File: src/core/dds_pkg.sv
// Shared offsets, field positions, reset values and state codes of the phase core
package dds_pkg;
    // Register bus geometry
    localparam int unsigned ADDR_W = 6;
    localparam int unsigned DATA_W = 32;
    localparam int unsigned NUM_BUF = 8;
    // Index of each buffered register; byte offset is four times the index
    localparam logic [2:0] IDX_CTL1 = 3'h0;
    localparam logic [2:0] IDX_STW = 3'h1;
    localparam logic [2:0] IDX_SPO = 3'h2;
    localparam logic [2:0] IDX_START = 3'h3;
    localparam logic [2:0] IDX_TERM = 3'h4;
    localparam logic [2:0] IDX_RISE = 3'h5;
    localparam logic [2:0] IDX_FALL = 3'h6;
    localparam logic [2:0] IDX_RATE = 3'h7;
    // Byte offsets of the non-buffered locations
    localparam logic [5:0] OFS_UPDATE = 6'h20;
    localparam logic [5:0] OFS_PHASE = 6'h24;
    localparam logic [5:0] OFS_FREQ = 6'h28;
    // Field positions inside first_control_register
    localparam int unsigned B_RAM_EN = 31;
    localparam int unsigned B_RAM_DEST = 30;
    localparam int unsigned B_OSK_EN = 25;
    localparam int unsigned B_OSK_AUTO = 24;
    localparam int unsigned B_SWEEP_EN = 21;
    localparam int unsigned B_AUTO_SWEEP = 14;
    localparam int unsigned B_AUTO_PHASE = 13;
    localparam int unsigned B_CLR_SWEEP = 11;
    localparam int unsigned B_CLR_PHASE = 10;
    localparam int unsigned B_COMP_PD = 6;
    localparam int unsigned B_NO_DWELL = 2;
    // Ramp rate register fields
    localparam int unsigned RATE_W = 8;
    localparam int unsigned RATE_RISE_LSB = 0;
    localparam int unsigned RATE_FALL_LSB = 8;
    // Implemented bits of the narrow registers
    localparam logic [31:0] MASK_SPO = 32'h0000_3fff;
    localparam logic [31:0] MASK_RATE = 32'h0000_ffff;
    localparam logic [31:0] MASK_FULL = 32'hffff_ffff;
    // Reset values: active clear-phase bit set, its buffer clear
    localparam logic [31:0] CTL1_ACT_RST = 32'h0000_0400;
    localparam logic [31:0] CTL1_BUF_RST = 32'h0000_0000;
    localparam logic [31:0] REG_RST = 32'h0000_0000;
    // Sweep controller states
    typedef enum logic [1:0] {
        SW_IDLE = 2'b01,
        SW_RUN = 2'b10
    } sweep_state_t;
endpackage

File: src/core/dds_phase_core_control.sv
// Phase accumulator, offset adder, source selection, clearing and sweep of the synthesizer core
//
// Added by the designer: the strobed register port and the placing of the registers.
module dds_phase_core_control
    import dds_pkg::*;
#(
    parameter int unsigned ACC_W = 32,
    parameter int unsigned POW_W = 14,
    parameter int unsigned OUT_W = 19
)
(
    // Clock and reset
    input wire logic core_clk,
    input wire logic reset_n,
    // Pins from outside the clock domain
    input wire logic hw_reset,
    input wire logic io_update,
    input wire logic profile_select_low,
    input wire logic profile_select_high,
    // RAM output word, same clock
    input wire logic [31:0] ram_data,
    // Register bus
    input wire logic [ADDR_W-1:0] reg_addr,
    input wire logic [DATA_W-1:0] reg_wdata,
    input wire logic reg_wr,
    input wire logic reg_rd,
    output logic [DATA_W-1:0] reg_rdata,
    // Phase word to the cosine conversion
    output logic [OUT_W-1:0] phase_out,
    // Control levels to neighbouring blocks
    output logic osk_enable,
    output logic osk_auto_mode,
    output logic comparator_pd
);

    // Refuse widths the datapath cannot serve
    generate
        if (ACC_W > 32 || ACC_W < 2 || POW_W > OUT_W || OUT_W > ACC_W || POW_W < 1)
        begin : g_bad_width
            $error("dds_phase_core_control: unsupported width parameters");
        end
    endgenerate

    localparam int unsigned LOW_W = ACC_W - POW_W;

    // Clamped sweep step toward a limit, in either direction
    function automatic logic [ACC_W-1:0] step_to(
        input logic [ACC_W-1:0] cur,
        input logic [ACC_W-1:0] delta,
        input logic [ACC_W-1:0] lim,
        input logic up
    );
        logic [ACC_W:0] wide;
        wide = '0;
        if (up)
        begin
            wide = {1'b0, cur} + {1'b0, delta};
            step_to = (wide >= {1'b0, lim}) ? lim : wide[ACC_W-1:0];
        end
        else
        begin
            wide = {1'b0, lim} + {1'b0, delta};
            step_to = ({1'b0, cur} <= wide) ? lim : cur - delta;
        end
    endfunction

    // Implemented bits of each buffered register
    function automatic logic [31:0] reg_mask(input logic [2:0] idx);
        case (idx)
            IDX_SPO: reg_mask = MASK_SPO;
            IDX_RATE: reg_mask = MASK_RATE;
            default: reg_mask = MASK_FULL;
        endcase
    endfunction

    logic [3:0] sync_s1_q;
    logic [3:0] sync_s2_q;
    logic upd_pin_prev_q;
    logic [1:0] ps_prev_q;
    logic [2:0] warm_q;
    logic hw_rst;
    logic [1:0] ps_now;
    logic ps_change;
    logic upd_pin;
    logic upd_sw;
    logic upd;
    logic pins_armed;
    logic [31:0] buf_q [NUM_BUF];
    logic [31:0] act_q [NUM_BUF];
    logic [31:0] ctl1;
    logic [31:0] ctl1_next;
    logic ac_phase;
    logic ac_sweep;
    logic clr_phase;
    logic clr_sweep;
    logic [ACC_W-1:0] acc_q;
    logic [ACC_W-1:0] ftw_sel;
    logic [POW_W-1:0] pow_sel;
    logic [POW_W-1:0] pow_dly_q;
    logic [ACC_W-1:0] sum_q;
    logic [ACC_W-1:0] freq_q;
    logic [RATE_W-1:0] timer_q;
    logic [RATE_W-1:0] rate_now;
    logic tick;
    logic dir_up;
    logic [ACC_W-1:0] step_val;
    sweep_state_t sw_state_q;
    logic [DATA_W-1:0] rdata_q;

    // Two-flop synchronisers for reset, update and profile pins
    always_ff @(posedge core_clk or negedge reset_n)
    begin
        if (!reset_n)
        begin
            sync_s1_q <= 4'h0;
            sync_s2_q <= 4'h0;
        end
        else
        begin
            sync_s1_q <= {profile_select_high, profile_select_low, io_update, hw_reset};
            sync_s2_q <= sync_s1_q;
        end
    end

    assign hw_rst = sync_s2_q[0];
    assign ps_now = sync_s2_q[3:2];

    // Edge memory for update pin and profile pins
    always_ff @(posedge core_clk or negedge reset_n)
    begin
        if (!reset_n)
        begin
            upd_pin_prev_q <= 1'b0;
            ps_prev_q <= 2'h0;
            warm_q <= 3'h0;
        end
        else
        begin
            upd_pin_prev_q <= sync_s2_q[1];
            ps_prev_q <= ps_now;
            warm_q <= {warm_q[1:0], 1'b1}; // Full once the edge memory holds real pin levels
        end
    end

    // Transfer strobe: software, update pin rising edge or any profile change
    assign ps_change = (ps_now != ps_prev_q);
    assign upd_pin = sync_s2_q[1] & ~upd_pin_prev_q;
    assign upd_sw = reg_wr && (reg_addr == OFS_UPDATE);
    // A pin held high through reset would look like an edge once the synchroniser
    // fills and release the power-up clear early; pin changes in that window are lost
    assign pins_armed = warm_q[2];
    assign upd = (upd_sw | ((upd_pin | ps_change) & pins_armed)) & ~hw_rst;

    // Buffered registers written by software
    always_ff @(posedge core_clk or negedge reset_n)
    begin
        if (!reset_n)
        begin
            for (int i = 0; i < NUM_BUF; i++)
            begin
                buf_q[i] <= REG_RST;
            end
            buf_q[IDX_CTL1] <= CTL1_BUF_RST;
        end
        else if (hw_rst)
        begin
            for (int i = 0; i < NUM_BUF; i++)
            begin
                buf_q[i] <= REG_RST;
            end
            buf_q[IDX_CTL1] <= CTL1_BUF_RST;
        end
        else if (reg_wr && !reg_addr[5] && (reg_addr[1:0] == 2'h0))
        begin
            buf_q[reg_addr[4:2]] <= reg_wdata & reg_mask(reg_addr[4:2]);
        end
    end

    // Active registers, loaded as a set on each transfer strobe
    always_ff @(posedge core_clk or negedge reset_n)
    begin
        if (!reset_n)
        begin
            for (int i = 0; i < NUM_BUF; i++)
            begin
                act_q[i] <= REG_RST;
            end
            act_q[IDX_CTL1] <= CTL1_ACT_RST;
        end
        else if (hw_rst)
        begin
            for (int i = 0; i < NUM_BUF; i++)
            begin
                act_q[i] <= REG_RST;
            end
            act_q[IDX_CTL1] <= CTL1_ACT_RST;
        end
        else if (upd)
        begin
            for (int i = 0; i < NUM_BUF; i++)
            begin
                act_q[i] <= buf_q[i];
            end
        end
    end

    assign ctl1 = act_q[IDX_CTL1];
    assign ctl1_next = buf_q[IDX_CTL1];

    // Auto-clear uses the value being transferred, so a freshly set bit acts at once
    assign ac_phase = upd & ctl1_next[B_AUTO_PHASE];
    assign ac_sweep = upd & ctl1_next[B_AUTO_SWEEP];
    // Each accumulator has its own clear path, so the two modes mix freely
    assign clr_phase = ctl1[B_CLR_PHASE] | ac_phase;
    assign clr_sweep = ctl1[B_CLR_SWEEP] | ac_sweep;

    // Tuning word source: RAM, then sweep, then static register
    always_comb
    begin
        if (ctl1[B_RAM_EN] && !ctl1[B_RAM_DEST])
        begin
            ftw_sel = ram_data[ACC_W-1:0];
        end
        else if (ctl1[B_SWEEP_EN])
        begin
            ftw_sel = freq_q;
        end
        else
        begin
            ftw_sel = act_q[IDX_STW][ACC_W-1:0];
        end
    end

    // Phase offset source: top RAM bits when RAM drives phase, else static register
    always_comb
    begin
        if (ctl1[B_RAM_EN] && ctl1[B_RAM_DEST])
        begin
            pow_sel = ram_data[31 -: POW_W];
        end
        else
        begin
            pow_sel = act_q[IDX_SPO][POW_W-1:0];
        end
    end

    // Phase accumulator wraps modulo 2^ACC_W; words above half give the mirrored tone
    always_ff @(posedge core_clk or negedge reset_n)
    begin
        if (!reset_n)
        begin
            acc_q <= '0;
        end
        else if (hw_rst || clr_phase)
        begin
            acc_q <= '0;
        end
        else
        begin
            acc_q <= acc_q + ftw_sel;
        end
    end

    // Offset delay matches the one cycle a new tuning word needs to reach the accumulator
    always_ff @(posedge core_clk or negedge reset_n)
    begin
        if (!reset_n)
        begin
            pow_dly_q <= '0;
            sum_q <= '0;
        end
        else if (hw_rst)
        begin
            pow_dly_q <= '0;
            sum_q <= '0;
        end
        else
        begin
            pow_dly_q <= pow_sel;
            sum_q <= acc_q + {pow_dly_q, {LOW_W{1'b0}}};
        end
    end

    // Only the top bits go on; dropping the rest saves power, not frequency resolution
    assign phase_out = sum_q[ACC_W-1 -: OUT_W];

    // Sweep direction follows the low profile pin: high sweeps up
    assign dir_up = ps_now[0];
    assign rate_now = dir_up ? act_q[IDX_RATE][RATE_RISE_LSB +: RATE_W]
                             : act_q[IDX_RATE][RATE_FALL_LSB +: RATE_W];
    assign tick = (timer_q <= {{(RATE_W-1){1'b0}}, 1'b1});
    assign step_val = dir_up
        ? step_to(freq_q, act_q[IDX_RISE][ACC_W-1:0], act_q[IDX_TERM][ACC_W-1:0], 1'b1)
        : step_to(freq_q, act_q[IDX_FALL][ACC_W-1:0], act_q[IDX_START][ACC_W-1:0], 1'b0);

    // Linear sweep: ramp timer paces steps; steps clamp at the limits, so a sane
    // program cannot wrap, but limits reversed by the host give no useful sweep
    always_ff @(posedge core_clk or negedge reset_n)
    begin
        if (!reset_n)
        begin
            sw_state_q <= SW_IDLE;
            freq_q <= '0;
            timer_q <= '0;
        end
        else if (hw_rst)
        begin
            sw_state_q <= SW_IDLE;
            freq_q <= '0;
            timer_q <= '0;
        end
        else
        begin
            case (sw_state_q)
                SW_IDLE:
                begin
                    freq_q <= act_q[IDX_START][ACC_W-1:0];
                    timer_q <= rate_now;
                    if (ctl1[B_SWEEP_EN])
                    begin
                        sw_state_q <= SW_RUN;
                    end
                end
                SW_RUN:
                begin
                    if (!ctl1[B_SWEEP_EN])
                    begin
                        sw_state_q <= SW_IDLE;
                    end
                    else if (clr_sweep)
                    begin
                        freq_q <= act_q[IDX_START][ACC_W-1:0];
                        timer_q <= rate_now;
                    end
                    else if (tick)
                    begin
                        timer_q <= rate_now;
                        if (dir_up && ctl1[B_NO_DWELL] && (step_val == act_q[IDX_TERM][ACC_W-1:0]))
                        begin
                            freq_q <= act_q[IDX_START][ACC_W-1:0];
                        end
                        else
                        begin
                            freq_q <= step_val;
                        end
                    end
                    else
                    begin
                        timer_q <= timer_q - 1'b1;
                    end
                end
                default:
                begin
                    sw_state_q <= SW_IDLE;
                end
            endcase
        end
    end

    // Read data stand only in the cycle after the read strobe
    always_ff @(posedge core_clk or negedge reset_n)
    begin
        if (!reset_n)
        begin
            rdata_q <= '0;
        end
        else if (reg_rd)
        begin
            if (!reg_addr[5] && (reg_addr[1:0] == 2'h0))
            begin
                rdata_q <= buf_q[reg_addr[4:2]];
            end
            else if (reg_addr == OFS_PHASE)
            begin
                rdata_q <= 32'(acc_q);
            end
            else if (reg_addr == OFS_FREQ)
            begin
                rdata_q <= 32'(freq_q);
            end
            else
            begin
                rdata_q <= '0; // Unmapped reads as zero
            end
        end
        else
        begin
            rdata_q <= '0;
        end
    end

    assign reg_rdata = rdata_q;

    // Control levels straight from the active register
    assign osk_enable = ctl1[B_OSK_EN];
    assign osk_auto_mode = ctl1[B_OSK_AUTO];
    assign comparator_pd = ctl1[B_COMP_PD];
endmodule

File: config.mk
export PLATFORM = sky130hd
export DESIGN_NAME = dds_phase_core_control
export DESIGN_NICKNAME = d
export VERILOG_FILES = /design/src/core/dds_pkg.sv /design/src/core/dds_phase_core_control.sv
export SDC_FILE = /design/constraint.sdc
export NUM_CORES = 1
export LEC_CHECK = 0
export ABC_AREA = 1
export CAP_MARGIN = 25
export CORE_MARGIN = 1
export CORE_UTILIZATION = 38
export CTS_BUF_LIST = sky130_fd_sc_hd__clkbuf_8 sky130_fd_sc_hd__clkbuf_16
export CTS_CLUSTER_SIZE = 30
export DETAILED_ROUTE_END_ITERATION = 16
export DONT_BUFFER_PORTS = 1
export PLACE_DENSITY = 0.54
export SLEW_MARGIN = 20
export SYNTH_ARGS = -nofsm -noshare
export SYNTH_HDL_FRONTEND = slang
export SYNTH_SLANG_ARGS = --single-unit
File: constraint.sdc
create_clock -name core_clk -period 15.5 [get_ports core_clk]
set_clock_uncertainty 0.2 [all_clocks]
set_input_delay 1.55 -clock core_clk [delete_from_list [all_inputs] [get_ports core_clk]]
set_output_delay 1.55 -clock core_clk [all_outputs]
set_load 0.01 [all_outputs]
==> results.toml <==
[clock_tree]
cts_max_path_buffers = 3
clkLatencyLatePin_ns = 0.65
htree_levels = 3
post_cts_buffers = 0
cts_tree = "done"
root_buffer = "clkbuf_16"
cts_buffers = 72
path_clk_slew_ns = 0.06
holdBufCountCts = 0
cts_resized = 0
cts_num_sinks = 608

[synth]
synth_commonest_cells = "nand2_1 (874), dfrtp_1 (606), inv_1 (602)"
ys_types = 64
synth_area_sq_um = 35220
synth_top_area_share_pct = 43.05
syn_inst = 4394
ys_warn_count = 0
synth_seq_cells = 608
syn_nets = 4682
synth_edf_count = 0
yosysMostFrequentCell = "nand2_1"
yosysSeqAreaShare_pct = 43.20
yosys_most_used_dff = "dfrtp_1"
ys_async_sr_fraction_pct = 100.0
synth_top_cell_by_area = "dfrtp_1"
synth.area.top_cells = "dfrtp_1 (43%), nand2_1 (9.3%), ha_1 (7.3%)"
avgSynthCellArea_sq_um = 8.016

[timing]
rsz0062_at_grt = "false"
worst_pin_slew_ns = 1.123
min_period_ns = 8.608
fin_crit_sh_pct = 55.54
finalMaxSlewViolations = 0
setup_viol_count_final = 0
slew_headroom_pct = 24.96
worst_hold_slack_ns = 0.1467
fmax_mhz = 116.2
hold_viol_final = 0
fin_setup_tns_ns = 0

[worst_setup_path]
cp_slowest_cell = "nor3_1"
cp_slowest_stage_delay_ns = 0.59
worst_path_most_repeated_cell = "nand2_1"
crit_path_start_kind = "register"
cp_data_required_time_ns = 15.82
reg2reg_depth = 44
cp_data_arrival_time_ns = 8.93
critical_path_class = "register to register"
endpoint_kind = "register"
worst-path-max-fanout = 46

[grt]
grtUsageTotal_pct = 31.47
grt_pass1_vias = 30667
globalRouteOverflowTotal = 0
antenna_found_initial = 2
grt_max_degree = 609
grt_pass1_wl_mm = 217.8

[drt]
vias = 32412
drc = 0
wl_per_cell_um = 26.56
drt-total-wl_mm = 149.3
drt_pass1_iterations = 7
vias_per_cell = 5.766
drt_iter0_markers = 3504
ant_nets = 0

[layout]
final_util_pct = 42.54
nNetsFinal = 4612
areaGrowthSynthToFinish_pct = 10.88
num-fill-cells = 9247
antennaDiodeCount = 0
multiInputGateArea_sq_um = 16850
ff_latch_area_sq_um = 15220
instances_no_fill = 5621
drive_above_1_share_pct = 5.642

[worst_hold_path]
hold_depth = 0
hp-class = "register to register"

[floorplanning]
die-height_um = 306.5
initial_core_util_pct = 38.37
die_area_sq_um = 93910
io_pins = 132
rows = 111
die_w_um = 306.5
core_sq_um = 91800

[placement]
numPlacedInstances = 5488
hpwl_mm = 109.4
place.gp.congestion = 0.9372
portBuffers = 0

[pwr]
p_per_area_nw_per_um2 = 95.61
vdd_ir_drop_max_mv = 0.07635
p_leak_nw = 18.69
total_power_mw = 3.734

[job]
cap_viol_max_count = 0

[run_status]
outcome = "completed"
==> where the power goes <==
part           internal [mW]  total, mW  switching, mW  leakage, nW
registers               1.59       1.60        0.00471         8.45
logic                 0.0556      0.276          0.221         8.94
clock network           1.11       1.86          0.743         1.31
total                   2.77       3.73          0.969         18.7
==> path summary, 6_finish.rpt <==
kind,endpoint,slack [ns],start
setup / recovery,freq_q[6]$_DFFE_PN0P_,6.89,act_q[34]$_DFFE_PN0P_
hold / removal,warm_q[1]$_DFF_PN0_,0.15,warm_q[0]$_DFF_PN0_
setup reg to reg,freq_q[6]$_DFFE_PN0P_,6.89,act_q[34]$_DFFE_PN0P_
hold reg to reg,warm_q[1]$_DFF_PN0_,0.15,warm_q[0]$_DFF_PN0_
max in group asynchronous,sync_s1_q[0]$_DFF_PN0_,12.82,reset_n
min in group asynchronous,act_q[115]$_DFFE_PN0P_,0.43,reset_n
==> cells in the final DEF (no fill, tap or decap), drive strengths merged, types with 19 or more instances in the layout <==
| master | netlist | layout |
|---|---|---|
| a21oi | 260 | 260 |
| a221oi | 48 | 48 |
| a31oi | 48 | 48 |
| buf | 62 | 64 |
| clkbuf | 146 | 91 |
| dfrtp | 606 | 606 |
| ha | 205 | 205 |
| inv | 606 | 624 |
| nand2 | 893 | 893 |
| nand3 | 259 | 259 |
| nand4 | 36 | 36 |
| nor2 | 250 | 250 |
| nor3 | 78 | 78 |
| o2111ai | 19 | 19 |
| o211ai | 21 | 21 |
| o21ai | 251 | 251 |
| o22ai | 388 | 388 |
| xnor2 | 42 | 42 |
| xor2 | 67 | 67 |
==> logic make-up after synthesis <==
logic type / after synthesis / share of synthesized area (%)
AOI/OAI and AO/OA: 1108 / 18.91
other: 1 / 0.01065
muxes: 4 / 0.1137
xor gates and xnor gates: 109 / 2.710
buffers and inverters: 818 / 9.190
and+or+nand+nor: 1536 / 18.30
adders and majority gates: 210 / 7.566
DFF: 608 / 43.20
==> worst max-delay path: cells and delay by family (launching register included) <==
| kind | cells | cell delay (ns) |
|---|---|---|
| adder cells (fa/ha/maj) | 2 | 0.64 |
| flip-flops | 1 | 0.38 |
| XOR/XNOR | 1 | 0.15 |
| AND/OR/NAND/NOR | 29 | 4.39 |
| AO/OA/AOI/OAI | 10 | 2.37 |
| buffers and inverters | 2 | 0.28 |
==> flip-flops by register name (all words and copies together) (netlist names) <==
register,cells
warm_q,3
sw_state_q,2
sync_s1_q,4
sum_q,19
timer_q,8
acc_q,32
freq_q,32
ctl1_next,32
reg_rdata,32
buf_q,224
act_q,190
ps_prev_q,2
upd_pin_prev_q,1
pow_dly_q,14
ctl1,9
sync_s2_q,4
==> layer usage <==
layer / global-route usage (%) / wire [um]
met1: 43.23 / 63840
met2: 48.85 / 67210
met3: 4.645 / 11020
met4: 14.56 / 7208
met5: 0 / 13
==> metrics by stage <==
step           setup WS, ns  instance area (sq um)
2_1_floorplan         9.772                  35220
3_3_place_gp          7.205                  36360
3_5_place_dp          7.222                  36380
4_1_cts               7.188                  38950
5_1_grt               6.522                  39060
6_report              6.892                  39060
==> cell type report <==
type	instances	share of cell area, %
Clock inverter	37	1.249
Inverter	610	5.869
Multi-Input combinational cell	2968	43.16
Sequential cell	608	38.97
Timing Repair Buffer	64	1.464
Clock buffer	91	5.312
Tap cell	1243	3.982
(Power assumes the default switching activity.)
